`config.mk`:
```
export PLATFORM = sky130hd
export DESIGN_NAME = lcdhi_top
export DESIGN_NICKNAME = d
export VERILOG_FILES = /design/src/hdl/lcdhi_pkg.sv /design/src/hdl/lcdhi_rx_if.sv /design/src/hdl/lcdhi_serial_rx.sv /design/src/hdl/lcdhi_addr_gen.sv /design/src/hdl/lcdhi_top.sv
export VERILOG_INCLUDE_DIRS = /design/src /design/src/hdl
export SDC_FILE = /design/constraint.sdc
export NUM_CORES = 1
export LEC_CHECK = 0
export BUFFER_PORTS_ARGS = -buffer_cell sky130_fd_sc_hd__buf_2
export CAP_MARGIN = 20
export CORE_ASPECT_RATIO = 1.25
export CORE_UTILIZATION = 57
export CTS_CLUSTER_DIAMETER = 40
export CTS_CLUSTER_SIZE = 10
export DETAILED_ROUTE_END_ITERATION = 12
export GPL_ROUTABILITY_DRIVEN = 0
export PLACE_DENSITY = 0.84
export SETUP_SLACK_MARGIN = 0.1
export SLEW_MARGIN = 20
export SYNTH_ARGS = -nofsm -noshare
export SYNTH_HDL_FRONTEND = slang
export SYNTH_HIERARCHICAL = 1
export SYNTH_SLANG_ARGS = --single-unit
```
`constraint.sdc`:
```
create_clock -name ref_clk -period 4.75 [get_ports ref_clk]
set_input_delay 0.95 -clock ref_clk [delete_from_list [all_inputs] [get_ports ref_clk]]
set_output_delay 0.95 -clock ref_clk [all_outputs]
set_load 0.02 [all_outputs]
```
`src/hdl/lcdhi_defs.svh`:
```
`ifndef LCDHI_DEFS_SVH
`define LCDHI_DEFS_SVH

// Link codes on the three strap pins
`define LCDHI_M_SPI3      3'h0
`define LCDHI_M_SPI4      3'h1
`define LCDHI_M_I80       3'h2
`define LCDHI_M_M68       3'h3
`define LCDHI_M_I2C       3'h6
`define LCDHI_M_SER3      3'h5

// Write address space
`define LCDHI_X_FIRST     7'h00
`define LCDHI_X_LAST      7'h65
`define LCDHI_Y_FIRST     4'h0
`define LCDHI_Y_LAST      4'h8
`define LCDHI_Y_ICON      4'hA

// Row scan
`define LCDHI_ROWS_FULL   7'h43
`define LCDHI_ROWS_PART   7'h40
`define LCDHI_ICON_ROW    7'h43
`define LCDHI_SCAN_DIV    8'h10

// Serial framing
`define LCDHI_BITS_SPI    4'h7
`define LCDHI_BITS_SER    4'h8
`define LCDHI_TX_LAST     4'h7
`define LCDHI_SDO_BIT     5
`define LCDHI_SCLK_BIT    6
`define LCDHI_SDI_BIT     7
`define LCDHI_STATUS_CMD  8'hFF

`endif

```
`src/hdl/lcdhi_pkg.sv`:
```
package lcdhi_pkg;

    typedef logic [2:0] lcdhi_link_t;

    // Serial reply shifter
    typedef enum logic [1:0] {
        TX_OFF,
        TX_SHIFT,
        TX_DONE
    } lcdhi_tx_e;

endpackage : lcdhi_pkg

```
`src/hdl/lcdhi_rx_if.sv`:
```
`timescale 1ns/1ps

interface lcdhi_rx_if;
    logic       valid;
    logic [7:0] data;
    logic       dcBit;
    logic       abort;

    modport src (output valid, output data, output dcBit, output abort);
    modport dst (input valid, input data, input dcBit, input abort);
endinterface : lcdhi_rx_if

```
`src/hdl/lcdhi_serial_rx.sv`:
```
`timescale 1ns/1ps
`include "lcdhi_defs.svh"

module lcdhi_serial_rx (
    // Clock and reset
    input  wire logic       ref_clk,
    input  wire logic       reset,
    // Synchronised link pins
    input  wire logic       ceLow,
    input  wire logic       sclkRise,
    input  wire logic       sclkFall,
    input  wire logic       sdi,
    // Framing and reply
    input  wire logic       nineBit,
    input  wire logic       txStart,
    input  wire logic [7:0] statusByte,
    // Byte stream
    lcdhi_rx_if.src         rx,
    // Serial reply pin
    output logic            sdo,
    output logic            sdoOe
);

    logic [3:0]            bitCnt_q;
    logic [7:0]            rxSh_q;
    logic [7:0]            txSh_q;
    logic [3:0]            txCnt_q;
    lcdhi_pkg::lcdhi_tx_e  txSt_q;

    // Reception is locked out while a reply is pending
    wire [3:0] lastBit  = nineBit ? `LCDHI_BITS_SER : `LCDHI_BITS_SPI;
    wire       rxTake   = ceLow && sclkRise && (txSt_q == lcdhi_pkg::TX_OFF);
    wire       byteDone = rxTake && (bitCnt_q == lastBit);

    // Shift in MSB first, drop partial byte when chip enable rises
    always_ff @(posedge ref_clk or posedge reset) begin
        if (reset) begin
            bitCnt_q <= 4'h0;
            rxSh_q   <= 8'h00;
            rx.valid <= 1'b0;
            rx.data  <= 8'h00;
            rx.dcBit <= 1'b0;
            rx.abort <= 1'b0;
        end else begin
            rx.valid <= byteDone;
            rx.abort <= !ceLow && (bitCnt_q != 4'h0);
            if (!ceLow) begin
                bitCnt_q <= 4'h0;
            end else if (rxTake) begin
                rxSh_q   <= {rxSh_q[6:0], sdi};
                bitCnt_q <= byteDone ? 4'h0 : bitCnt_q + 4'h1;
            end
            if (byteDone) begin
                rx.data  <= {rxSh_q[6:0], sdi};
                rx.dcBit <= rxSh_q[7];
            end
        end
    end

    // Reply shifts on falling clock, released after last rising edge
    always_ff @(posedge ref_clk or posedge reset) begin
        if (reset) begin
            txSt_q  <= lcdhi_pkg::TX_OFF;
            txSh_q  <= 8'h00;
            txCnt_q <= 4'h0;
            sdo     <= 1'b0;
            sdoOe   <= 1'b0;
        end else if (!ceLow) begin
            txSt_q <= lcdhi_pkg::TX_OFF;
            sdoOe  <= 1'b0;
        end else begin
            unique case (txSt_q)
                lcdhi_pkg::TX_OFF: begin
                    if (txStart) begin
                        txSh_q  <= statusByte;
                        txCnt_q <= 4'h0;
                        txSt_q  <= lcdhi_pkg::TX_SHIFT;
                    end
                end
                lcdhi_pkg::TX_SHIFT: begin
                    if (sclkFall) begin
                        sdo     <= txSh_q[7];
                        sdoOe   <= 1'b1;
                        txSh_q  <= {txSh_q[6:0], 1'b0};
                        txCnt_q <= txCnt_q + 4'h1;
                        if (txCnt_q == `LCDHI_TX_LAST) begin
                            txSt_q <= lcdhi_pkg::TX_DONE;
                        end
                    end
                end
                lcdhi_pkg::TX_DONE: begin
                    if (sclkRise) begin
                        sdoOe <= 1'b0;
                    end
                end
            endcase
        end
    end
endmodule : lcdhi_serial_rx

```
`src/hdl/lcdhi_addr_gen.sv`:
```
`timescale 1ns/1ps
`include "lcdhi_defs.svh"

module lcdhi_addr_gen (
    // Clock and reset
    input  wire logic       ref_clk,
    input  wire logic       reset,
    // Loads and stepping
    input  wire logic       setX,
    input  wire logic [6:0] xValue,
    input  wire logic       setY,
    input  wire logic [3:0] yValue,
    input  wire logic       step,
    input  wire logic       vertical,
    // Current pointers
    output logic      [6:0] addrX,
    output logic      [3:0] addrY
);

    // Wrap points and the icon bank
    wire       xLast = addrX == `LCDHI_X_LAST;
    wire       yLast = addrY == `LCDHI_Y_LAST;
    wire       icon  = addrY == `LCDHI_Y_ICON;
    wire [6:0] xInc  = xLast ? `LCDHI_X_FIRST : addrX + 7'h01;
    wire [3:0] yInc  = yLast ? `LCDHI_Y_FIRST : addrY + 4'h1;

    // Icon bank ignores vertical mode and never leaves by itself
    wire       xMove = icon || !vertical || yLast;
    wire       yMove = !icon && (vertical || xLast);
    wire [6:0] x_d   = setX ? xValue : (step && xMove) ? xInc : addrX;
    wire [3:0] y_d   = setY ? yValue : (step && yMove) ? yInc : addrY;

    // Pointers load independently of each other
    always_ff @(posedge ref_clk or posedge reset) begin
        if (reset) begin
            addrX <= `LCDHI_X_FIRST;
            addrY <= `LCDHI_Y_FIRST;
        end else begin
            addrX <= x_d;
            addrY <= y_d;
        end
    end

    wire noLoad = !setX && !setY;
endmodule : lcdhi_addr_gen

```
`src/hdl/lcdhi_top.sv`:
```
`timescale 1ns/1ps
`include "lcdhi_defs.svh"

// Behaviour
// - straps pick SPI, parallel or serial link
// - column and bank pointers load separately
// - columns 0..101, banks 0..8 and 10
// - horizontal mode steps column, wraps into bank
// - vertical mode steps bank, wraps into column
// - last cell wraps both pointers to origin
// - icon bank only by load, left only by load
// - icon writes ignore vertical, keep mirrors
// - bit order picks top row bit
// - column mirror maps 0 to column 101
// - row mirror acts in partial-mode scan only, instantly
// - scan up or down, icon row first on partial swap, else last
// - normal mode plain scan, partial 65 rows
// - eight data bits both ways on parallel
// - 6800 select pair decodes three operations
// - 6800 strobe on enable or chip select
// - 8080 strobe pattern decodes three operations
// - four-line select high means display data
// - length command counts data bytes, then command
// - deselect mid byte drops it, next command
// - status reply out on falling serial clock
// - pointer steps after every data byte
module lcdhi_top #(
    parameter logic [7:0] STATUS_CMD = `LCDHI_STATUS_CMD,
    parameter logic [7:0] SCAN_DIV   = `LCDHI_SCAN_DIV
) (
    // Clock and reset
    input  wire logic       ref_clk,
    input  wire logic       reset,
    // Link select straps
    input  wire logic       linkSelectBit2,
    input  wire logic       linkSelectBit1,
    input  wire logic       linkSelectBit0,
    // Host strobes
    input  wire logic       dataCmdSel,
    input  wire logic       rdWrSel,
    input  wire logic       enableRd,
    input  wire logic       chipEnableLowN,
    // Data pins, serial clock on bit 6, serial data in on bit 7
    input  wire logic [7:0] dbIn,
    output logic      [7:0] dbOut,
    output logic      [7:0] dbOe,
    // Display settings
    input  wire logic       columnMirror,
    input  wire logic       rowMirror,
    input  wire logic       msbOnTop,
    input  wire logic       verticalAddr,
    input  wire logic       bottomRowSwap,
    input  wire logic       normalMode,
    input  wire logic [7:0] statusIn,
    // Pointer loads and data length
    input  wire logic       setX,
    input  wire logic [6:0] xValue,
    input  wire logic       setY,
    input  wire logic [3:0] yValue,
    input  wire logic       dataLenLoad,
    input  wire logic [7:0] dataLen,
    // Decoded commands
    output logic            cmdValid,
    output logic      [7:0] cmdByte,
    // Display memory write port
    output logic            memWrEn,
    output logic      [6:0] memCol,
    output logic      [3:0] memBank,
    output logic      [7:0] memData,
    // Pointer and scan state
    output logic      [6:0] addrX,
    output logic      [3:0] addrY,
    output logic      [6:0] scanRow,
    output logic      [2:0] linkMode
);

    ////////////////////////////////////////////////////////////////////////
    // Pin synchronisers

    localparam int PINS = 15;

    wire  [PINS-1:0] pinRaw = {linkSelectBit2, linkSelectBit1,
                               linkSelectBit0, dataCmdSel, rdWrSel,
                               enableRd, chipEnableLowN, dbIn};
    logic [PINS-1:0] pinMeta_q;
    logic [PINS-1:0] pinSync_q;

    // Two stages per pin; only the second stage feeds logic
    for (genvar i = 0; i < PINS; i++) begin : g_sync
        always_ff @(posedge ref_clk or posedge reset) begin
            if (reset) begin
                pinMeta_q[i] <= 1'b0;
                pinSync_q[i] <= 1'b0;
            end else begin
                pinMeta_q[i] <= pinRaw[i];
                pinSync_q[i] <= pinMeta_q[i];
            end
        end
    end

    // Named views of the synchronised pins
    wire [2:0] strapS = pinSync_q[14:12];
    wire       dcS    = pinSync_q[11];
    wire       rwS    = pinSync_q[10];
    wire       enS    = pinSync_q[9];
    wire       ceLow  = !pinSync_q[8];
    wire [7:0] dbS    = pinSync_q[7:0];
    wire       sclkS  = dbS[`LCDHI_SCLK_BIT];
    wire       sdiS   = dbS[`LCDHI_SDI_BIT];

    ////////////////////////////////////////////////////////////////////////
    // Link decode

    lcdhi_pkg::lcdhi_link_t linkMode_q;

    // Straps are watched continuously; they are tied on the board
    always_ff @(posedge ref_clk or posedge reset) begin
        if (reset) begin
            linkMode_q <= `LCDHI_M_SPI3;
        end else begin
            linkMode_q <= strapS;
        end
    end

    wire modeSpi3 = linkMode_q == `LCDHI_M_SPI3;
    wire modeSpi4 = linkMode_q == `LCDHI_M_SPI4;
    wire modeSer3 = linkMode_q == `LCDHI_M_SER3;
    wire modeM68  = linkMode_q == `LCDHI_M_M68;
    wire modeI80  = linkMode_q == `LCDHI_M_I80;
    wire serMode  = modeSpi3 || modeSpi4 || modeSer3;
    wire parMode  = modeM68 || modeI80;

    ////////////////////////////////////////////////////////////////////////
    // Parallel port

    logic       parWrPrev_q;
    logic [7:0] parLat_q;
    logic       parDcLat_q;

    // Write phase looks alike in both styles: enable or read high,
    // read/write or write low. Chip select joins in, so a 6800 host
    // may clock with either enable or chip select.
    wire parWr   = parMode && ceLow && enS && !rwS;
    wire parRd   = parMode && ceLow && !dcS && rwS
                   && (modeM68 ? enS : !enS);
    wire parDone = parWrPrev_q && !parWr;

    // Hold the last byte seen during the write phase
    always_ff @(posedge ref_clk or posedge reset) begin
        if (reset) begin
            parWrPrev_q <= 1'b0;
            parLat_q    <= 8'h00;
            parDcLat_q  <= 1'b0;
        end else begin
            parWrPrev_q <= parWr;
            if (parWr) begin
                parLat_q   <= dbS;
                parDcLat_q <= dcS;
            end
        end
    end

    ////////////////////////////////////////////////////////////////////////
    // Serial port

    logic sclkPrev_q;
    logic txStart_q;
    logic sdo;
    logic sdoOe;

    always_ff @(posedge ref_clk or posedge reset) begin
        if (reset) begin
            sclkPrev_q <= 1'b0;
        end else begin
            sclkPrev_q <= sclkS;
        end
    end

    wire sclkRise = sclkS && !sclkPrev_q;
    wire sclkFall = !sclkS && sclkPrev_q;

    lcdhi_rx_if rxIf ();

    lcdhi_serial_rx u_rx (
        .ref_clk    (ref_clk),
        .reset      (reset),
        .ceLow      (ceLow && serMode),
        .sclkRise   (sclkRise),
        .sclkFall   (sclkFall),
        .sdi        (sdiS),
        .nineBit    (modeSer3),
        .txStart    (txStart_q),
        .statusByte (statusIn),
        .rx         (rxIf.src),
        .sdo        (sdo),
        .sdoOe      (sdoOe)
    );

    ////////////////////////////////////////////////////////////////////////
    // Byte classification

    logic [8:0] remain_q;

    // Without a select line or ninth bit the length counter alone says data
    wire       serByte    = serMode && rxIf.valid;
    wire       remainLive = remain_q != 9'h000;
    wire       serIsData  = modeSpi4 ? dcS
                          : modeSer3 ? rxIf.dcBit
                          : remainLive;
    wire       byteValid  = parDone || serByte;
    wire [7:0] byteVal    = parDone ? parLat_q : rxIf.data;
    wire       byteIsData = parDone ? parDcLat_q : serIsData;
    wire       dataWr     = byteValid && byteIsData;
    wire       cmdWr      = byteValid && !byteIsData;
    wire [7:0] revData    = {<<{byteVal}};

    // A dropped byte ends the stream, so the next one is a command
    always_ff @(posedge ref_clk or posedge reset) begin
        if (reset) begin
            remain_q <= 9'h000;
        end else if (rxIf.abort) begin
            remain_q <= 9'h000;
        end else if (dataLenLoad) begin
            remain_q <= {1'b0, dataLen} + 9'h001;
        end else if (serByte && modeSpi3 && remainLive) begin
            remain_q <= remain_q - 9'h001;
        end
    end

    ////////////////////////////////////////////////////////////////////////
    // Commands and memory writes

    lcdhi_addr_gen u_addr (
        .ref_clk  (ref_clk),
        .reset    (reset),
        .setX     (setX),
        .xValue   (xValue),
        .setY     (setY),
        .yValue   (yValue),
        .step     (dataWr),
        .vertical (verticalAddr),
        .addrX    (addrX),
        .addrY    (addrY)
    );

    // Mirroring of columns happens on the way into memory
    wire [6:0] physCol = columnMirror ? `LCDHI_X_LAST - addrX
                                      : addrX;

    always_ff @(posedge ref_clk or posedge reset) begin
        if (reset) begin
            cmdValid  <= 1'b0;
            cmdByte   <= 8'h00;
            txStart_q <= 1'b0;
        end else begin
            cmdValid  <= cmdWr;
            txStart_q <= cmdWr && serMode && (byteVal == STATUS_CMD);
            if (cmdWr) begin
                cmdByte <= byteVal;
            end
        end
    end

    // Bank index is written as is; row mirror is left to the scan
    always_ff @(posedge ref_clk or posedge reset) begin
        if (reset) begin
            memWrEn <= 1'b0;
            memCol  <= `LCDHI_X_FIRST;
            memBank <= `LCDHI_Y_FIRST;
            memData <= 8'h00;
        end else begin
            memWrEn <= dataWr;
            if (dataWr) begin
                memCol  <= physCol;
                memBank <= addrY;
                memData <= msbOnTop ? revData : byteVal;
            end
        end
    end

    ////////////////////////////////////////////////////////////////////////
    // Data pin drivers

    // Parallel status read drives all eight pins; serial only its pin
    always_ff @(posedge ref_clk or posedge reset) begin
        if (reset) begin
            dbOut <= 8'h00;
            dbOe  <= 8'h00;
        end else if (parRd) begin
            dbOut <= statusIn;
            dbOe  <= '1;
        end else begin
            dbOut <= 8'(sdo) << `LCDHI_SDO_BIT;
            dbOe  <= 8'(sdoOe && serMode) << `LCDHI_SDO_BIT;
        end
    end

    ////////////////////////////////////////////////////////////////////////
    // Row scan order

    logic [7:0] scanDiv_q;
    logic [6:0] scanIdx_q;

    // Partial mode limits the rows and enables mirror and swap
    wire       scanTick  = scanDiv_q == SCAN_DIV - 8'h01;
    wire       partial   = !normalMode;
    wire [6:0] rowsCnt   = partial ? `LCDHI_ROWS_PART : `LCDHI_ROWS_FULL;
    wire       swapIcon  = partial && bottomRowSwap;
    wire       mirScan   = partial && rowMirror;
    wire [6:0] iconIdx   = swapIcon ? 7'h00 : rowsCnt;
    wire [6:0] rowIdx    = swapIcon ? scanIdx_q - 7'h01 : scanIdx_q;
    wire [6:0] scanRow_d = (scanIdx_q == iconIdx) ? `LCDHI_ICON_ROW
                         : mirScan ? rowsCnt - 7'h01 - rowIdx
                         : rowIdx;
    wire       scanEnd   = scanIdx_q >= rowsCnt;

    // Image follows the mirror at once: nothing in memory moves
    always_ff @(posedge ref_clk or posedge reset) begin
        if (reset) begin
            scanDiv_q <= 8'h00;
            scanIdx_q <= 7'h00;
            scanRow   <= 7'h00;
        end else begin
            scanDiv_q <= scanTick ? 8'h00 : scanDiv_q + 8'h01;
            if (scanTick) begin
                scanIdx_q <= scanEnd ? 7'h00 : scanIdx_q + 7'h01;
                scanRow   <= scanRow_d;
            end
        end
    end

    assign linkMode = linkMode_q;
endmodule : lcdhi_top

```
## After elaboration in Yosys (flattened, before gate mapping)

Index checks and enable logic that the tools add are counted.

| word-level totals | value |
|---|---|
| flip-flop bits (word level) | 171 |
| input bits | 53 |
| output and inout port bits | 66 |
| word-level logic and storage cells | 200 |

| operators by class | value |
|---|---|
| add/sub/neg operators | 12 |
| magnitude comparators | 1 |
| eq/ne operators | 23 |
| mux-type cells | 44 |
| reductions and logical operators | 59 |

Operator list:

| cell | count |
|---|---|
| 2-to-1 mux 7 bit | 9 |
| 2-to-1 mux 8 bit | 7 |
| 2-to-1 mux 4 bit | 9 |
| logical AND 1 bit | 27 |
| 2-to-1 mux 9 bit | 3 |
| != test 3 bit, second input constant | 6 |
| case mux 8 bit (2 select lines) | 1 |
| adder 7 x 1 -> 7 bit, second input constant | 2 |
| subtractor 7 x 1 -> 7 bit, second input constant | 2 |
| adder 4 x 1 -> 4 bit, second input constant | 3 |
| zero test 1 bit | 12 |
| 2-to-1 mux 2 bit | 5 |
| adder 8 x 1 -> 9 bit, second input constant | 1 |
| nonzero test 9 bit | 1 |
| subtractor 9 x 1 -> 9 bit, second input constant | 1 |
| adder 8 x 1 -> 8 bit, second input constant | 1 |
| equality test 4 bit, second input constant | 2 |
| equality test 8 x 4 -> 1 bit, second input constant | 1 |
| equality test 8 bit, second input constant | 1 |
| case mux 4 bit (2 select lines) | 1 |
| AND reduction 4 bit | 2 |
| equality test 7 bit | 1 |
| equality test 7 bit, second input constant | 1 |
| greater-or-equal comparator 7 bit | 1 |
| other kinds (21) | 39 |

## Logic depth before layout (Yosys ltp)

| depth | value |
|---|---|
| word-level depth | 12 |
| gate-level depth with buffers | 12 |
| gate-level depth less buffers | 12 |

## By module

Netlist, hierarchy kept.

Modules (own cells, without submodules):

| module | times used | cells an instance | area each (um^2) | seq. area each (um^2) |
|---|---|---|---|---|
| lcdhi_top | 1 | 479 | 5235.0 | 2877.8 |
| lcdhi_serial_rx | 1 | 137 | 1746.7 | 975.9 |
| lcdhi_addr_gen | 1 | 85 | 793.3 | 275.3 |

## Least setup slack after synthesis

No wires, ideal clock.

| path | value |
|---|---|
| path kind | input -> register |
| start | input bottomRowSwap |
| end | register scanRow[5] |
| library setup time | 0.080 ns |
| data arrival time | 2.482 ns |
| data required time | 4.670 ns |
| setup slack | 2.188 ns |
| stages on the path | 7 |
| buffers on the path | 2 |
| cell sequence | buf_4 or4b_1 buf_2 nor4b_2 nor3_1 or4_1 o211ai_2 |

| between the ends | value |
|---|---|
| cells in the longest elaborated chain, start to end | 5 |
| elaborated cells between the ends (all ways) | 7 |
| classes of those cells | 1 x add/sub; 1 x eq/ne; 4 x mux; 1 x reduce/logical |

Ends and longest elaborated chain:

| element | RTL line | RTL |
|---|---|---|
| start, declared | lcdhi_top.sv:52 | `input wire logic bottomRowSwap,` |
| logical AND 1 bit (*) | lcdhi_top.sv:308 | `wire swapIcon = partial && bottomRowSwap;` |
| 2-to-1 mux 7 bit | lcdhi_top.sv:311 | `wire [6:0] rowIdx = swapIcon ? scanIdx_q - 7'h01 : scanIdx_q;` |
| subtractor 7 bit | lcdhi_top.sv:313 | `: mirScan ? rowsCnt - 7'h01 - rowIdx` |
| 2-to-1 mux 7 bit | lcdhi_top.sv:313 |  |
| 2-to-1 mux 7 bit (*) | lcdhi_top.sv:312 | `` wire [6:0] scanRow_d = (scanIdx_q == iconIdx) ? `LCDHI_ICON_ROW `` |
| end signal, assigned | lcdhi_top.sv:327 | `scanRow <= scanRow_d;` |
| end, declared | lcdhi_top.sv:73 | `output logic [6:0] scanRow,` |

Mark *: on every way between the ends. The rest lies on a longest branch, timed or not.
A chain may end at the register's enable or synchronous reset.

## Worst setup path after layout

| path | value |
|---|---|
| start | register linkMode_q[2], in the netlist linkMode[2] |
| end | register u_addr.addrX[6] |

| between the ends | value |
|---|---|
| cells in the longest elaborated chain, start to end | 11 |
| elaborated cells between the ends (all ways) | 21 |
| classes of those cells | 4 x eq/ne; 3 x mux; 14 x reduce/logical |

Ends and longest elaborated chain:

| element | RTL line | RTL |
|---|---|---|
| start, declared | lcdhi_top.sv:114 | `lcdhi_pkg::lcdhi_link_t linkMode_q;` |
| start signal, assigned | lcdhi_top.sv:119 | `` linkMode_q <= `LCDHI_M_SPI3; `` |
| start signal, assigned | lcdhi_top.sv:121 | `linkMode_q <= strapS;` |
| equality test 3 x 2 -> 1 bit (no source line) | n/a |  |
| logical OR 1 bit | lcdhi_top.sv:131 | `wire parMode = modeM68 \|\| modeI80;` |
| logical AND 1 bit (3 in series) | lcdhi_top.sv:143 | `wire parWr = parMode && ceLow && enS && !rwS;` |
| zero test 1 bit | lcdhi_top.sv:146 | `wire parDone = parWrPrev_q && !parWr;` |
| logical AND 1 bit | lcdhi_top.sv:146 |  |
| 2-to-1 mux 1 bit / logical OR 1 bit (equally long branches) | lcdhi_top.sv:212, lcdhi_top.sv:210 |  |
| logical AND 1 bit (*) | lcdhi_top.sv:213 | `wire dataWr = byteValid && byteIsData;` |
| logical AND 1 bit (*) | lcdhi_addr_gen.sv:30 | `wire [6:0] x_d = setX ? xValue : (step && xMove) ? xInc : addrX;` |
| nonzero test 2 bit (no source line) (*) | n/a |  |
| end signal, assigned | lcdhi_addr_gen.sv:36 | `` addrX <= `LCDHI_X_FIRST; `` |
| end, declared | lcdhi_addr_gen.sv:16 | `output logic [6:0] addrX,` |

Marked as above.

==> impl_metrics.csv <==
group,metric,value,unit
run_status,outcome,"finished, final reports clean",
route,avgViaCountPerCell,5.76,
global_route,antenna_found_initial,0,
floorplanning,initial_core_util,0.585,
place,place_ws,1.64,ns
synthesis,ys_ff_latch,165,
clocking,cts_made_buffers,17,
worst_setup_path,arrival,3.48,ns
floorplanning,fp.dieArea,14100,sq um
global_route,grt_pass1_wl,28.3,mm
timing,slew_violations,0,
synthesis,synth_edf_count,0,
timing,finalCritPeriodShare,0.661,
final_layout,final_nets,885,
global_route,grt_overflow,0,
route,wl,16.8,mm
global_route,grt_use_total,0.256,
timing,period_minus_slack,3.14,ns
floorplanning,coreArea,13300,sq um
timing,hold_slack,0.345,ns
floorplanning,rows,47,
worst_setup_path,r2r_setup_slack,1.61,ns
worst_setup_path,cp_slowest_cell,"o21ai_2",
worst_setup_path,path_delay_family,"simple AND/OR/NAND/NOR gates",
timing,grt_setup_unrepaired,"no",
timing,finalSetupViolCount,0,
clocking,cts_resized,0,
floorplanning,die_h,133,um
route,postRouteAntennaNets,0,
route,vias,5747,
clocking,clock-root-buffer,"clkbuf_16",
timing,fin_tns_setup,0,ns
worst_setup_path,cp_slowest_stage_delay,0.58,ns
place,placedInstanceArea,8440,sq um
worst_setup_path,crit_path_end_kind,"flip-flop",
route,drc,0,
timing,setup_slack,1.61,ns
run,drv_cap,0,
clocking,cts_tree,"done",
clocking,htree_levels,4,
route,dr.pass1.iters,4,
route,avgRoutedWirePerCell,16.8,um
place,port_buffers,118,
synthesis,syn_nets,772,
synthesis,synth.top_cell.area_share,0.531,
synthesis,yosys_warnings,6,
worst_setup_path,crit_fanout,11,
final_layout,final_cells,998,
synthesis,synthDistinctLibCells,82,
timing,slew-limit-headroom,0.485,
route,drt_iter0_drc,216,
worst_setup_path,critPathKind,"reg2reg",
final_layout,final_area,9010,sq um
floorplanning,die_w,106,um
synthesis,ys.flop_type,"dfrtp_1",
synthesis,syn-cell-area,7770,sq um
timing,clock.fmax,0.319,GHz
final_layout,drive_gt1_frac,0.258,
power_and_ir_drop,finalPower,3.37,mW
synthesis,syn_area_per_cell,11.1,sq um
clocking,hold_buffers,0,
worst_setup_path,crit_chain,"or3b_1 -> o21ai_2 -> and3_1 -> a32o_1 -> nand2_2 -> or3_1 -> a31oi_1",
place,dpl.hpwl,11.8,mm
synthesis,ys_seq_area_frac,0.531,
global_route,grt_max_degree,89,
power_and_ir_drop,powerDensity,374,nW/um^2
synthesis,synth_cells,701,
timing,clock_skew,0.0105,ns
global_route,grt_pass1_vias,6009,
timing,finalHoldViolCount,0,
place,place_inst,966,
worst_setup_path,cp-start-kind,"flip-flop",
clocking,clk_path_buf_depth,2,
final_layout,n_antenna_cell,0,
power_and_ir_drop,vdd_ir_drop_max,217,uV
worst_setup_path,worst-path-buf-inv,0,
timing,worstMarginPinSlew,0.772,ns
synthesis,synth_area_leader_cell,"dfrtp_1",
synthesis,yosys-top-cells-area,"dfrtp_1, nand2_1, mux2_4",
final_layout,fin_util,0.678,
clocking,clock_sinks,165,
floorplanning,pin_count,119,
clocking,clkTransAtPathRegs,0.07,ns
hold_path,hold_path_class,"reg2reg",
clocking,insertion_delay,0.42,ns
worst_setup_path,cp.required,5.09,ns
final_layout,syn_to_final_growth,15.9,%
synthesis,async_flop_share,1.00,
clocking,post_cts_buffers,0,
power_and_ir_drop,p_leak,4.47,nW
[layout by cell type (no fill, tap or decap), types with 5 or more instances in the layout]
cell type  Yosys  final
a31oi_1        5      5
a21oi_1       35     35
nor2_1        57     57
o21ai_0       36     36
nor2b_1       12     12
mux2i_1       25     25
xnor2_1       17     17
mux2_2        17     17
buf_2          6    118
nand2_1       72     72
nor3_1        10     10
buf_4          8      5
nand2b_1      11     11
and3_1         6      6
mux2_4        17     17
inv_6          0      8
ha_1          18     18
o31ai_1        6      6
clkbuf_16      0     17
and2_1         9      9
or3_1          5      5
nand3_1       15     15
a21o_1         5      5
dfrtp_1      165    165
inv_1         25     24
o21a_1         6      6
xor2_1        15     15
[logic make-up (layout without fill, tap and decap cells)]
group	after synthesis	in the layout	share of synthesized area
xor+xnor	32	32	0.0360
simple gates	237	237	0.163
mux	59	59	0.0896
compound gates	134	134	0.116
flops	165	165	0.531
fa+ha+maj	18	18	0.0290
buf+inv	56	182	0.0357
[worst reg2reg max path, cell delays in order (launching register included)]
cell	delay, ns
dfrtp_1	0.43
or3b_1	0.46
o21ai_2	0.58
and3_1	0.26
a32o_1	0.48
nand2_2	0.26
or3_1	0.42
a31oi_1	0.18
[routing by layer]
layer | up-vias | GRT usage | routed length [um]
met1 | 2870 | 0.290 | 6560
met2 | 157 | 0.460 | 9170
met4 | 0 | 0.113 | 463
li1 | 2682 | - | -
met5 | - | 0 | 0
met3 | 38 | 0.0527 | 583
[cells in the mapped netlist, types with 8 or more instances]
cell type  count
a21oi_1       35
and2_1         9
buf_4          8
clkbuf_1       9
dfrtp_1      165
ha_1          18
inv_1         25
mux2_2        17
mux2_4        17
mux2i_1       25
nand2_1       72
nand2b_1      11
nand3_1       15
nor2_1        57
nor2b_1       12
nor3_1        10
o21ai_0       36
xnor2_1       17
xor2_1        15
[final timing paths]
kind                                         from                          end  cells past startpoint
max reg2reg                 linkMode[2]$_DFF_PP0_  u_addr/addrX[6]$_DFFE_PP0P_                      7
max in group asynchronous                   reset      pinSync_q[13]$_DFF_PP0_                      3
min reg2reg                pinMeta_q[8]$_DFF_PP0_       pinSync_q[8]$_DFF_PP0_                      0
min in group asynchronous                   reset  u_addr/addrX[6]$_DFFE_PP0P_                      2
min                        pinMeta_q[8]$_DFF_PP0_       pinSync_q[8]$_DFF_PP0_                      0
max                         linkMode[2]$_DFF_PP0_  u_addr/addrX[6]$_DFFE_PP0P_                      7
[final cells by class]
type / count / area, sq um
repair buffers: 123 / 628
clock inverters: 15 / 136
flip-flops and latches: 165 / 4130
fillers: 975 / 4280
clock buffers: 17 / 425
inverters: 27 / 106
multi-input cells: 480 / 3370
well taps: 171 / 214
[power by group]
part | internal (mW) | switching, mW | leakage, nW
Sequential | 1.52 | 0.0979 | 2.06
Combinational | 0.176 | 0.270 | 2.14
Clock | 0.693 | 0.614 | 0.272
[flip-flops by register name (all words and copies together) (netlist names), 2 cells and up]
name / cells
dbOut: 8
memCol: 7
u_rx/rxSh_q: 8
u_addr/addrX: 7
u_rx/txSt_q: 2
parLat_q: 8
cmdByte: 8
u_rx/txSh_q: 8
scanDiv_q: 8
dbS: 6
pinSync_q: 4
scanRow: 7
scanIdx_q: 7
dbOe: 2
remain_q: 9
u_rx/rx.data: 8
u_rx/txCnt_q: 4
u_rx/bitCnt_q: 4
u_addr/addrY: 4
pinMeta_q: 15
memBank: 4
memData: 8
linkMode: 3
Power figures use the tool's default switching activity.
